[src/hdl/tpc_pkg.sv]
// Package for the timer with PWM and comparator counter modes.
// Assumes one 20 MHz system clock and plain control ports, no bus.
package tpc_pkg;
  localparam int unsigned CLK_HZ = 20000000;
  localparam logic [15:0] COUNT_RESTART = 16'h0001;
  localparam logic [15:0] COUNT_WRAP = 16'h0000;
  localparam logic [15:0] COUNT_TOP = 16'hFFFF;
  localparam logic [7:0] DEAD_MAX = 8'h80;
  localparam logic [2:0] PRESCALE_MAX_LOG = 3'h7;

  // Mode field values; dual PWM uses the extension bit.
  localparam logic [2:0] FIELD_COMPARATOR = 3'h6;
  localparam logic [2:0] FIELD_PWM = 3'h3;

  typedef enum logic [1:0] {
    TPC_MODE_IDLE,
    TPC_MODE_COMPARATOR,
    TPC_MODE_PWM_SINGLE,
    TPC_MODE_PWM_DUAL
  } tpc_mode_t;

  // Control register zero and one fields gathered as one carrier.
  typedef struct packed {
    logic enable;
    logic [2:0] mode_select_field;
    logic mode_select_extension;
    logic output_polarity_edge_select;
    logic [2:0] prescale_log;
  } tpc_ctrl_t;

  // A 16-bit value split into its two byte registers.
  typedef struct packed {
    logic [7:0] high;
    logic [7:0] low;
  } tpc_word_t;

  // Count write: a strobe with the value written.
  typedef struct packed {
    logic write;
    tpc_word_t value;
  } tpc_count_wr_t;
endpackage

[src/hdl/tpc_timer.sv]
// Timer top: 16-bit reload counter with comparator counter, single
// PWM and dual PWM modes, dead band and a reload interrupt pulse.
// Assumes software keeps the documented configuration order.
`timescale 1ns/100ps
`default_nettype none
module tpc_timer (
  input wire logic mclk,
  input wire logic reset,
  input wire tpc_pkg::tpc_ctrl_t ctrl,
  input wire tpc_pkg::tpc_count_wr_t count_wr,
  input wire tpc_pkg::tpc_word_t reload_value,
  input wire tpc_pkg::tpc_word_t pwm_match,
  input wire logic [7:0] dead_band,
  input wire logic output_function_enable,
  input wire logic comparator_out,
  output tpc_pkg::tpc_word_t count,
  output logic timer_irq,
  output logic timer_out,
  output logic timer_out_complement,
  output logic input_pin_is_output
);
  import tpc_pkg::*;

  tpc_mode_t mode;
  logic comp_edge;
  logic [6:0] prescale_count;
  logic [6:0] next_prescale_count;
  logic [6:0] prescale_limit;
  logic tick;
  logic [15:0] cnt;
  logic [15:0] next_cnt;
  logic next_irq;
  logic out_level;
  logic next_out_level;
  logic was_enabled;
  logic pwm_mode;
  logic at_reload;
  logic dead_main;
  logic dead_comp;
  logic [7:0] dead_sat;

  // Mode decode from both control registers
  always_comb begin
    if (ctrl.mode_select_field == FIELD_COMPARATOR &&
        !ctrl.mode_select_extension) begin
      mode = TPC_MODE_COMPARATOR;
    end else if (ctrl.mode_select_field == FIELD_PWM) begin
      mode = ctrl.mode_select_extension ? TPC_MODE_PWM_DUAL :
                                           TPC_MODE_PWM_SINGLE;
    end else begin
      mode = TPC_MODE_IDLE;
    end
  end

  assign pwm_mode = (mode == TPC_MODE_PWM_SINGLE) ||
                    (mode == TPC_MODE_PWM_DUAL);

  // Edge choice follows polarity
  tpc_edge_detect edge_unit (
    .mclk(mclk),
    .reset(reset),
    .sig_in(comparator_out),
    .rising(ctrl.output_polarity_edge_select),
    .edge_seen(comp_edge)
  );

  // Prescale value is a power of two from 1 to 128
  assign prescale_limit = 7'((8'h01 << ctrl.prescale_log) - 8'h01);

  always_comb begin
    next_prescale_count = prescale_count;
    tick = 1'b0;
    if (ctrl.enable && pwm_mode) begin
      if (prescale_count >= prescale_limit) begin
        next_prescale_count = 7'h00;
        tick = 1'b1;
      end else begin
        next_prescale_count = prescale_count + 7'h01;
      end
    end else if (ctrl.enable && mode == TPC_MODE_COMPARATOR) begin
      tick = comp_edge;
    end
  end

  assign at_reload = (cnt == {reload_value.high, reload_value.low});

  // Count, interrupt and output level.
  always_comb begin
    next_cnt = cnt;
    next_irq = 1'b0;
    next_out_level = out_level;
    if (count_wr.write) begin
      // Start value covers only the first pass
      next_cnt = {count_wr.value.high, count_wr.value.low};
    end
    if (!ctrl.enable) begin
      // Idle: output follows polarity as initial level
      next_out_level = ctrl.output_polarity_edge_select;
    end else if (tick && !count_wr.write) begin
      if (at_reload) begin
        next_cnt = COUNT_RESTART;
        next_irq = 1'b1;
        if (mode == TPC_MODE_COMPARATOR) begin
          if (output_function_enable) begin
            next_out_level = ~out_level;
          end
        end else begin
          next_out_level = ctrl.output_polarity_edge_select;
        end
      end else begin
        if (cnt == COUNT_TOP) begin
          next_cnt = COUNT_WRAP;
        end else begin
          next_cnt = cnt + 16'h0001;
        end
        if (pwm_mode && (cnt == {pwm_match.high, pwm_match.low})) begin
          next_out_level = ~ctrl.output_polarity_edge_select;
        end
      end
    end
  end

  // Holding state when disabled needs no gating
  always_ff @(posedge mclk) begin
    if (reset) begin
      prescale_count <= 7'h00;
      cnt <= COUNT_RESTART;
      timer_irq <= 1'b0;
      out_level <= 1'b0;
      was_enabled <= 1'b0;
    end else begin
      prescale_count <= next_prescale_count;
      cnt <= next_cnt;
      timer_irq <= next_irq;
      out_level <= next_out_level;
      was_enabled <= ctrl.enable;
    end
  end

  // Dead band saturates at its top value
  assign dead_sat = (dead_band > DEAD_MAX) ? DEAD_MAX : dead_band;

  tpc_dead_band main_leg (
    .mclk(mclk),
    .reset(reset),
    .run(ctrl.enable || !was_enabled),
    .level_in(out_level),
    .delay(dead_sat),
    .level_out(dead_main)
  );

  tpc_dead_band comp_leg (
    .mclk(mclk),
    .reset(reset),
    .run(ctrl.enable || !was_enabled),
    .level_in(~out_level),
    .delay(dead_sat),
    .level_out(dead_comp)
  );

  // Output pins registered; dead band only in dual mode.
  always_ff @(posedge mclk) begin
    if (reset) begin
      count <= '0;
      timer_out <= 1'b0;
      timer_out_complement <= 1'b0;
      input_pin_is_output <= 1'b0;
    end else begin
      count <= tpc_word_t'(cnt);
      timer_out <= (mode == TPC_MODE_PWM_DUAL) ? dead_main : out_level;
      timer_out_complement <= (mode == TPC_MODE_PWM_DUAL) && dead_comp;
      input_pin_is_output <= (mode == TPC_MODE_PWM_DUAL);
    end
  end
endmodule
`default_nettype wire

[src/hdl/tpc_edge_detect.sv]
// Synchronised edge detector for the comparator output.
// Assumes the input is asynchronous and slower than a quarter of mclk.
`timescale 1ns/100ps
`default_nettype none
module tpc_edge_detect (
  input wire logic mclk,
  input wire logic reset,
  input wire logic sig_in,
  input wire logic rising,
  output logic edge_seen
);
  logic sync_a;
  logic sync_b;
  logic prev;
  logic next_edge_seen;

  // Two sync stages plus history; first stage read only by the second.
  always_comb begin
    if (rising) begin
      next_edge_seen = sync_b & ~prev;
    end else begin
      next_edge_seen = ~sync_b & prev;
    end
  end

  always_ff @(posedge mclk) begin
    if (reset) begin
      sync_a <= 1'b0;
      sync_b <= 1'b0;
      prev <= 1'b0;
      edge_seen <= 1'b0;
    end else begin
      sync_a <= sig_in;
      sync_b <= sync_a;
      prev <= sync_b;
      edge_seen <= next_edge_seen;
    end
  end
endmodule
`default_nettype wire

[src/hdl/tpc_dead_band.sv]
// Delays the low-to-high edge of one PWM leg by a dead-band count.
// Assumes the delay is shorter than both PWM phases.
`timescale 1ns/100ps
`default_nettype none
module tpc_dead_band (
  input wire logic mclk,
  input wire logic reset,
  input wire logic run,
  input wire logic level_in,
  input wire logic [7:0] delay,
  output logic level_out
);
  import tpc_pkg::*;
  logic [7:0] wait_count;
  logic [7:0] next_wait_count;
  logic next_level_out;

  always_comb begin
    next_wait_count = wait_count;
    next_level_out = level_out;
    if (run) begin
      if (!level_in) begin
        next_level_out = 1'b0;
        next_wait_count = 8'h00;
      end else if (!level_out) begin
        if (wait_count >= delay) begin
          next_level_out = 1'b1;
        end else begin
          next_wait_count = wait_count + 8'h01;
        end
      end
    end
  end

  always_ff @(posedge mclk) begin
    if (reset) begin
      wait_count <= 8'h00;
      level_out <= 1'b0;
    end else begin
      wait_count <= next_wait_count;
      level_out <= next_level_out;
    end
  end
endmodule
`default_nettype wire

[config.mk]
export PLATFORM = sky130hd
export DESIGN_NAME = tpc_timer
export DESIGN_NICKNAME = d
export VERILOG_FILES = /design/src/hdl/tpc_pkg.sv /design/src/hdl/tpc_timer.sv /design/src/hdl/tpc_edge_detect.sv /design/src/hdl/tpc_dead_band.sv
export SDC_FILE = /design/constraint.sdc
export NUM_CORES = 1
export LEC_CHECK = 0
export ABC_AREA = 1
export BUFFER_PORTS_ARGS = -buffer_cell sky130_fd_sc_hd__buf_2
export CORE_ASPECT_RATIO = 1.4
export CORE_MARGIN = 3
export CORE_UTILIZATION = 56
export DETAILED_ROUTE_END_ITERATION = 10
export PLACE_DENSITY = 0.82
export REMOVE_ABC_BUFFERS = 1
export SETUP_SLACK_MARGIN = 0.3
export SLEW_MARGIN = 20
export SYNTH_ARGS = -nofsm -noshare
export SYNTH_HDL_FRONTEND = slang
export SYNTH_SLANG_ARGS = --single-unit
[constraint.sdc]
create_clock -name mclk -period 4.95 [get_ports mclk]
set_input_delay 0.2475 -clock mclk [delete_from_list [all_inputs] [get_ports mclk]]
set_output_delay 0.2475 -clock mclk [all_outputs]
set_load 0.01 [all_outputs]
==> flow_summary_export.csv, run 1 <==
group,metric,value,unit
cts,clk_pin_slew,0.08,ns
worst_setup_path,cp-end-kind,"flip-flop",
worst_setup_path,worstPathRequired,5.19,ns
global_route,grt_pass1_wl,19500,µm
synthesis,async_reset_ff_share,0,%
route,firstDrtPassIters,7,
timing,worst_pin_slew,1.05,ns
min_path,min_path_type,"in2reg",
worst_setup_path,startpoint,"ctrl[1]",
floorplanning,io_pins,90,
synthesis,synth_area,4540,µm²
floorplanning,rows,38,
timing,hold_viol,0,
floorplanning,dieArea,9230,µm²
cts,clock_sinks,67,
worst_setup_path,reg2regPathDepth,11,
cts,ctsHtreeMaxLevel,3,
cts,insertion_delay,0.35,ns
cts,clockBufferDepth,2,
cts,clockRootBuffer,"clkbuf_8",
global_route,antenna_found_initial,0,
synthesis,ys_seq_elements,67,
pwr,powerDensity,256,nW/µm²
min_path,min_from,"comparator_out",
timing,slew_violations,0,
worst_setup_path,slowest_stage,"nor2_2",
timing,period_share,59.8,%
cts,cts_hold_buf,0,
timing,setup_viol_count_final,0,
finish,regArea,1340,µm²
finish,multi_input_area,2770,µm²
route,num_vias,4697,
synthesis,synth_warnings,0,
placement,port_buffers,89,
floorplanning,die_y,113,µm
global_route,grt_max_degree,45,
worst_setup_path,worstPathMaxFanout,29,
synthesis,syn-instance-count,694,
route,ant_nets,0,
synthesis,ys_types,41,
worst_setup_path,r2r-start,"prescale_count[0]",
cts,cts_tree,"built",
route,vias_per_cell,5.34,
finish,area_growth,15.3,%
route,drt-total-wl,11800,µm
placement,placed_area,5000,µm²
global_route,grt_pass1_vias,4577,
worst_setup_path,crit_path_frequent_cell,"nor2_1",
cts,cts_inserted_buffers,9,
worst_setup_path,path_class,"in2reg",
timing,min_period,2.96,ns
finish,final_nets,872,
worst_setup_path,crit_path_start_kind,"input pin",
route,wl_per_cell,13.4,µm
outcome,status,"finished, final reports clean",
placement,place_congestion,0.919,
run,drv_cap,0,
finish,drive_gt1_share,18.7,%
global_route,grt_use_total,26.4,%
finish,antenna_cells,0,
timing,setup_tns,0,ns
worst_setup_path,path_cells,"buf_2 -> nor2_1 -> nand2_1 -> ha_1 -> o21ai_0 -> xnor2_1 -> ha_1 -> nand2_1 -> nor2_1 -> nor2_1 -> nor2_1 -> nor2_4 -> nor2_2 -> inv_2 -> a41oi_1 -> nor2_1",
worst_setup_path,r2r_end,"cnt[5]",
cts,post-cts-setup-buffer-count,0,
global_route,overflow,0,
timing,rsz0062_at_grt,"no",
timing,clock_skew,0.00647,ns
floorplanning,die_x,82.1,µm
pwr,leakagePower,2.57,nW
floorplanning,core,7800,µm²
worst_setup_path,crit_end,"cnt[5]",
placement,dp_hpwl,8980,µm
worst_setup_path,cp.arrival,3.20,ns
worst_setup_path,timing.reg2reg.setup_slack,2.36,ns
floorplanning,initial_core_util,58.2,%
worst_setup_path,cpPeakStageDelay,0.79,ns
timing,relSlewSlack,30.1,%
synthesis,synth_edf_count,0,
synthesis,seq_area_frac_synth,29.6,%
synthesis,ys.flop_type,"dfxtp_1",
route,drc,0,
finish,fill_cells,702,
pwr,peakVddDrop,0.254,mV
synthesis,syn_area_per_cell,6.54,µm²
route,drt_iter0_markers,241,
finish,fin_area,5230,µm²
cts,ctsResizeCount,0,
timing,clock.fmax,338,MHz
-- cell usage in the layout (no fill, tap or decap), drive strengths merged, types with 6 or more instances in the layout --
master	synthesis	final
nand2	186	186
dfxtp	67	67
nand4	11	11
xnor2	10	10
clkbuf	12	10
nor2	106	106
a21oi	38	38
inv	85	85
o21ai	51	51
nand3	46	46
nor3	6	6
ha	28	28
xor2	19	19
buf	8	89
-- cells by family (layout without fill, tap and decap cells) --
logic type                 after synthesis  after routing  share of synthesized area [%]
AOI/OAI and AO/OA                      105            105                           12.9
xor gates and xnor gates                29             29                           5.60
adders and majority gates               28             28                           7.72
buffers and inverters                  105            190                           9.35
DFF                                     67             67                           29.6
and+or+nand+nor                        360            360                           34.8
-- synthesized netlist by cell type, drive strengths merged (2+ instances only) --
| master | count | area share [%] |
|---|---|---|
| nand2 | 186 | 16 |
| nor2 | 106 | 10 |
| inv | 85 | 7.0 |
| dfxtp | 67 | 30 |
| o21ai | 51 | 5.6 |
| nand3 | 46 | 5.3 |
| a21oi | 38 | 4.3 |
| ha | 28 | 7.7 |
| xor2 | 19 | 3.7 |
| clkbuf | 12 | 1.0 |
| nand4 | 11 | 1.7 |
| xnor2 | 10 | 1.9 |
| buf | 8 | 1.3 |
| nor3 | 6 | 0.91 |
| a21o | 3 | 0.50 |
| a221oi | 3 | 0.72 |
| nor4 | 3 | 0.55 |
| a41oi | 2 | 0.39 |
| o21bai | 2 | 0.33 |
-- how the worst min path moves through the flow --
| stage | to | depth (start not counted) |
|---|---|---|
| final | edge_unit.sync_a | 3 |
| after CTS | edge_unit.sync_a | 3 |
| after floorplan | comp_leg.wait_count[2] | 1 |
| after detailed placement | edge_unit.sync_b | 2 |
| after global placement | edge_unit.sync_b | 2 |
| after global routing | edge_unit.sync_a | 3 |
-- where the power goes --
part	switching, mW	internal (mW)
clock	0.228	0.297
sequential	0.0268	0.560
combinational	0.136	0.0882
-- stage by stage --
stage               std cells  worst slack (ns)  hold slack (ns)  power, mW  utilization (%)
detailed placement        863              1.67            0.396      0.821             64.2
finish                    879              1.99            0.117       1.34             67.1
floorplan                 674              2.35            0.317      0.733                -
global route              879              1.59            0.125       1.40             67.1
CTS                       879              2.04            0.114       1.34             67.1
global placement          863              1.86            0.400      0.812             64.2
-- sequential cells by signal, indices dropped and copies added (netlist names), 7 cells and up --
register             count
prescale_count           7
main_leg.wait_count      8
count                   16
comp_leg.wait_count      8
cnt                     16
-- metal layers --
metal | vias to the layer above | part of all wire (%) | GRT usage (%)
li1 | 2392 | - | -
met1 | 2112 | 39 | 29.0
met2 | 160 | 52 | 48.2
met3 | 33 | 5.9 | 4.33
met4 | 0 | 2.8 | 11.5
met5 | - | 0 | 0
-- worst max-delay path, delay by kind of cell --
family          cells  cell delay, ns
compound gates      2            0.38
xor+xnor            1            0.11
fa+ha+maj           2            0.54
buf+inv             2            0.31
simple gates        9            1.60
-- final cells by class --
type / count / area share, %
Multi-Input combinational cell: 522 / 53.0
Sequential cell: 67 / 25.7
Timing Repair Buffer: 89 / 8.52
Inverter: 85 / 6.10
Clock buffer: 10 / 2.63
Tap cell: 100 / 2.39
Clock inverter: 6 / 1.70
No activity file was read; power rests on OpenSTA's default activity.
==> run 2, diff against run 1 <==
--- a/config.mk
+++ b/config.mk
@@ -9,9 +9,9 @@
 export BUFFER_PORTS_ARGS = -buffer_cell sky130_fd_sc_hd__buf_2
 export CORE_ASPECT_RATIO = 1.4
 export CORE_MARGIN = 3
-export CORE_UTILIZATION = 56
+export CORE_UTILIZATION = 51
 export DETAILED_ROUTE_END_ITERATION = 10
-export PLACE_DENSITY = 0.82
+export PLACE_DENSITY = 0.79
 export REMOVE_ABC_BUFFERS = 1
 export SETUP_SLACK_MARGIN = 0.3
 export SLEW_MARGIN = 20
==> constraint.sdc (replaced) <==
create_clock -name mclk -period 2.71 [get_ports mclk]
set_input_delay 0.1355 -clock mclk [delete_from_list [all_inputs] [get_ports mclk]]
set_output_delay 0.1355 -clock mclk [all_outputs]
set_load 0.01 [all_outputs]
==> run 2 against run 1 <==
Clock skew hardly changed. Via count is 1.0% higher. Sequential share of layout area is 0.90 points lower. Die area increased by 9.2%. Critical path type unchanged.
==> flow_summary_export.csv, run 2 (synthesis results as in run 1) <==
group,metric,value,unit
outcome,status,"finished, final reports clean",
route,num_vias,4745,
worst_setup_path,startpoint,"ctrl[1]",
worst_setup_path,r2r-start,"cnt[1]",
global_route,grt_pass1_wl,20100,µm
pwr,totalPowerFinal,2.66,mW
floorplanning,initial_core_util,52.7,%
route,vias_per_cell,5.30,
timing,relSlewSlack,35.6,%
finish,reg_top3,"cnt x16, count x16",
floorplanning,die_y,118,µm
timing,hold_viol,0,
worst_setup_path,slowest_stage,"ha_1",
placement,dp_hpwl,9050,µm
cts,clockRootBuffer,"clkbuf_16",
cts,clock_sinks,67,
cts,clockBufferDepth,2,
cts,cts_inserted_buffers,9,
worst_setup_path,crit_path_start_kind,"input pin",
min_path,hold_path_end,"edge_unit.sync_a",
cts,insertion_delay,0.33,ns
worst_setup_path,cp_top_family,"compound AO/OA/AOI/OAI gates",
cts,cts_hold_buf,0,
cts,clk_pin_slew,0.05,ns
worst_setup_path,r2r_end,"cnt[13]",
worst_setup_path,cpPeakStageDelay,0.27,ns
timing,period_share,82.7,%
worst_setup_path,timing.reg2reg.setup_slack,0.72,ns
worst_setup_path,path_cells,"buf_2 -> nor2_1 -> nand2_1 -> ha_1 -> o21ai_0 -> o21ai_0 -> o211ai_1 -> ha_1 -> a21o_1 -> nor2_4 -> nand2_2 -> nor2_4 -> nor2_4 -> buf_12 -> o21ai_0 -> nor2_1",
timing,rsz0062_at_grt,"no",
worst_setup_path,cp.arrival,2.46,ns
worst_setup_path,crit_buf_inv,2,
route,drt_iter0_markers,226,
worst_setup_path,cp-end-kind,"flip-flop",
placement,place_congestion,0.928,
floorplanning,die_x,85.7,µm
finish,drive_gt1_share,19.7,%
worst_setup_path,path_class,"in2reg",
pwr,powerDensity,490,nW/µm²
route,drc,0,
global_route,grt_use_total,24.3,%
route,firstDrtPassIters,5,
pwr,peakVddDrop,0.419,mV
timing,worst_pin_slew,0.956,ns
timing,slew_violations,0,
timing,setup_tns,0,ns
min_path,min_from,"comparator_out",
timing,setup_viol_count_final,0,
finish,final_cell_mix,"nand2_1, nor2_1, buf_2",
pwr,leakagePower,2.67,nW
floorplanning,core,8610,µm²
placement,port_buffers,89,
worst_setup_path,reg2regPathDepth,10,
global_route,antenna_found_initial,0,
cts,cts_tree,"built",
route,drt-total-wl,12100,µm
min_path,min_path_type,"in2reg",
finish,antenna_cells,0,
route,ant_nets,0,
timing,min_period,2.24,ns
global_route,grt_max_degree,44,
finish,area_growth,19.4,%
finish,final_nets,883,
global_route,grt_pass1_vias,4552,
finish,fill_cells,785,
global_route,overflow,0,
floorplanning,io_pins,90,
worst_setup_path,worstPathRequired,2.93,ns
timing,clock_skew,0.00661,ns
timing,hold-worst-slack,0.0110,ns
worst_setup_path,worstPathMaxFanout,6,
route,wl_per_cell,13.5,µm
floorplanning,rows,40,
floorplanning,dieArea,10100,µm²
run,drv_cap,0,
min_path,min_path_cells,3,
cts,ctsHtreeMaxLevel,3,
finish,layout_commonest_cell,"nand2_1",
timing,clock.fmax,446,MHz
[run 2: changes by cell type in the layout (fill, tap and decap cells not counted), sizes merged]
cell and delta:
buf +9, bufinv -1, clkbuf +1, clkinv +1, clkinvlp -1, nor2 +2
[run 2: area by class of cell]
type,instances,area [µm²],area share [%]
inverters,85,319,5.89
well taps,105,131,2.42
clock buffers,11,243,4.48
flip-flops and latches,67,1340,24.8
repair buffers,98,538,9.93
multi-input cells,524,2790,51.6
clock inverters,5,52.6,0.970
[run 2: worst min-delay path: stages]
cell	delay [ns]
buf_2	0.08
inv_1	0.03
nor2_1	0.06
[run 2: power breakdown]
| part | leakage [nW] | internal [mW] | switching, mW |
|---|---|---|---|
| Clock | 0.145 | 0.732 | 0.430 |
| Combinational | 1.97 | 0.169 | 0.252 |
| Sequential | 0.547 | 1.03 | 0.0490 |
| Total | 2.67 | 1.93 | 0.731 |
[run 2: timing repair]
item                                   4_1_cts  5_1_grt
resized for setup                            1        1
pin swaps                                    1        2
gates cloned                                 1        1
setup buffers                                0        2
setup endpoints to repair                   18        7
endpoints found under the hold margin        0        0
[run 2: routing by layer]
layer  global-route usage (%)  vias up  wire length (µm)
li1                         -     2420                 -
met2                     43.0      150              6260
met5                        0        -                 0
met4                     12.3        0               388
met3                     3.08       32               605
met1                     27.9     2143              4820
[run 2: worst max-delay path by stage]
| stage | end | slack [ns] | depth (start not counted) |
|---|---|---|---|
| 6_report | cnt[2] | 0.47 | 16 |
| 2_1_floorplan | cnt[15] | 0.22 | 15 |
| 3_3_place_gp | cnt[15] | -0.22 | 16 |
| 4_1_cts | out_level | 0.44 | 19 |
| 5_1_grt | cnt[12] | 0.31 | 16 |
| 3_5_place_dp | out_level | -0.37 | 19 |
[run 2: metrics by stage]
step	instance area (µm²)	setup slack, ns	cells	utilization (%)
after floorplan	4430	0.217	674	-
after global placement	5060	-0.223	875	58.8
after detailed placement	5060	-0.373	875	58.8
after CTS	5370	0.437	892	62.4
after global routing	5420	0.306	895	63.0
final	5420	0.470	895	63.0
==> run 3, diff against run 2 <==
==> constraint.sdc (replaced) <==
create_clock -name mclk -period 1.8 [get_ports mclk]
set_input_delay 0.09 -clock mclk [delete_from_list [all_inputs] [get_ports mclk]]
set_output_delay 0.09 -clock mclk [all_outputs]
set_load 0.01 [all_outputs]
==> run 3 against run 2 <==
The run now ends with setup timing left. Clock skew fell by 0.0013 ns. Worst hold slack better by 0.028 ns. Sequential share of layout area fell by 3.6 points. Worst setup slack worse by 0.55 ns. Clock power is 76% higher. Cell count grew 5.7%. Power is 70% higher. Die area unchanged. Largest cell class unchanged. Sequential power up 50%. Cell area is 17% higher. Clock-buffer cell count is 2 lower. Critical path depth did not move.
==> flow_summary_export.csv, run 3 (synthesis results as in run 1) <==
group,metric,value,unit
timing,period_share,105,%
timing,hold_viol,0,
worst_setup_path,slowest_stage,"ha_1",
timing,hold-worst-slack,0.0393,ns
placement,port_buffers,89,
cts,clock_sinks,67,
route,num_vias,5084,
floorplanning,die_y,118,µm
finish,reg_top3,"cnt x16, count x16",
pwr,powerDensity,713,nW/µm²
finish,area_growth,39.7,%
global_route,grt_use_total,27.2,%
finish,drive_gt1_share,33.3,%
cts,cts_tree,"built",
floorplanning,core,8610,µm²
placement,dp_hpwl,9630,µm
finish,fill_cells,672,
worst_setup_path,r2r-start,"prescale_count[2]",
cts,insertion_delay,0.34,ns
cts,clockBufferDepth,2,
worst_setup_path,worstPathRequired,2.03,ns
finish,fin_area,6340,µm²
worst_setup_path,cp_top_family,"simple AND/OR/NAND/NOR gates",
timing,relSlewSlack,54.3,%
timing,clock_skew,0.00530,ns
cts,clockRootBuffer,"clkbuf_16",
finish,final_nets,934,
global_route,grt_pass1_wl,22400,µm
worst_setup_path,cpPeakStageDelay,0.31,ns
placement,placed_area,5410,µm²
cts,clk_pin_slew,0.06,ns
placement,place_congestion,0.898,
min_path,min_from,"ctrl[3]",
worst_setup_path,crit_path_start_kind,"input pin",
min_path,hold_path_end,"edge_unit.edge_seen",
route,vias_per_cell,5.37,
finish,final-instance-count-excl-fill,946,
worst_setup_path,cp.arrival,2.11,ns
outcome,status,"complete, but fails checks",
global_route,antenna_found_initial,0,
worst_setup_path,crit_buf_inv,4,
floorplanning,rows,40,
finish,layout_commonest_cell,"nand2_1",
cts,cts_inserted_buffers,9,
timing,setup_viol_count_final,23,
floorplanning,dieArea,10100,µm²
route,wl_per_cell,14.5,µm
route,drt-total-wl,13700,µm
finish,final_util,73.6,%
timing,min_period,1.88,ns
worst_setup_path,worstPathMaxFanout,24,
floorplanning,initial_core_util,52.7,%
worst_setup_path,reg2regPathDepth,10,
run,drv_cap,0,
outcome,violations,"setup timing",
worst_setup_path,r2r_end,"cnt[2]",
timing,rsz0062_at_grt,"yes",
timing,setup_tns,-1.10,ns
global_route,grt_max_degree,33,
finish,antenna_cells,0,
timing,worst_pin_slew,0.685,ns
route,ant_nets,0,
worst_setup_path,path_class,"in2reg",
worst_setup_path,timing.reg2reg.setup_slack,-0.02,ns
floorplanning,die_x,85.7,µm
pwr,peakVddDrop,0.539,mV
global_route,overflow,0,
cts,ctsHtreeMaxLevel,3,
floorplanning,io_pins,90,
timing,slew_violations,0,
placement,place_inst,922,
pwr,leakagePower,3.04,nW
timing,clock.fmax,532,MHz
worst_setup_path,cp-end-kind,"flip-flop",
timing,setup_slack,-0.0811,ns
finish,final_cell_mix,"nand2_1, nor2_1, buf_2",
global_route,grt_pass1_vias,5134,
route,drc,0,
worst_setup_path,path_cells,"buf_2 -> inv_4 -> nand3_2 -> ha_4 -> o21ai_2 -> buf_4 -> xnor2_2 -> ha_1 -> a21o_1 -> nor2_1 -> nor2_2 -> nor2_4 -> nor2_4 -> buf_6 -> o21ai_0 -> nor2_1",
min_path,min_path_cells,3,
route,drt_iter0_markers,232,
route,firstDrtPassIters,4,
min_path,min_path_type,"in2reg",
## run 3: cell count changes in the layout (fill, tap and decap cells not counted), moves of 7 or more
cell / before / now
nor2_1: 96 / 89
ha_4: 0 / 8
nand3_2: 2 / 9
nand2_2: 8 / 18
nand2_1: 177 / 158
o21ai_0: 49 / 42
ha_1: 28 / 20
nand3_1: 44 / 36
a21oi_2: 1 / 18
buf_4: 7 / 54
a21oi_1: 37 / 19
nand2_4: 1 / 9
## run 3: final cells by class
class / instances / area (µm²) / share of cell area [%]
inverter: 85 / 332 / 5.23
tap: 105 / 131 / 2.07
sequential: 67 / 1340 / 21.2
multi-input combinational: 523 / 3220 / 50.8
timing repair buffer: 150 / 968 / 15.3
clock inverter: 7 / 116 / 1.84
clock buffer: 9 / 225 / 3.55
## run 3: layer usage
| layer | part of all wire (%) | wire (µm) | track usage (%) |
|---|---|---|---|
| met2 | 52 | 7130 | 48.2 |
| met5 | 0 | 0 | 0 |
| met3 | 4.7 | 644 | 4.97 |
| met4 | 3.6 | 493 | 14.1 |
| met1 | 40 | 5410 | 30.2 |
## run 3: stage by stage
step	power, mW	worst slack, ns
2_1_floorplan	2.01	-0.647
3_3_place_gp	2.31	-0.513
3_5_place_dp	2.34	-0.641
4_1_cts	4.46	-0.0875
5_1_grt	4.71	-0.255
6_report	4.52	-0.0811
## run 3: how the worst max path moves through the flow
| stage | from | end | slack, ns | cells past startpoint |
|---|---|---|---|---|
| after floorplan | ctrl[2] | cnt[15] | -0.65 | 15 |
| after global placement | ctrl[1] | cnt[7] | -0.51 | 17 |
| after detailed placement | ctrl[1] | cnt[7] | -0.64 | 16 |
| after CTS | ctrl[0] | out_level | -0.09 | 20 |
| after global routing | ctrl[1] | out_level | -0.26 | 20 |
| final | ctrl[2] | cnt[2] | -0.08 | 16 |
## run 3: repair_timing
item | 4_1_cts | 5_1_grt
setup endpoints to repair | 43 | 43
buffers inserted | 5 | 1
cloned | 1 | 0
pin swaps | 35 | 31
endpoints found under the hold margin | 1 | 0
hold buffers | 1 | 0
gates resized for setup | 81 | 43
## run 3: worst register-to-register path: stages (launching register included)
cell     delay [ns]
dfxtp_1        0.32
ha_1           0.35
a21oi_2        0.18
nand2_1        0.07
nand2_1        0.07
nand2_2        0.07
nor2_4         0.17
nor2_4         0.06
buf_6          0.18
o21ai_0        0.19
nor2_1         0.07
## run 3: where the power goes
| group | internal, mW | total (mW) | switching (mW) |
|---|---|---|---|
| combinational | 0.373 | 0.874 | 0.501 |
| clock | 1.35 | 2.04 | 0.694 |
| sequential | 1.54 | 1.60 | 0.0557 |
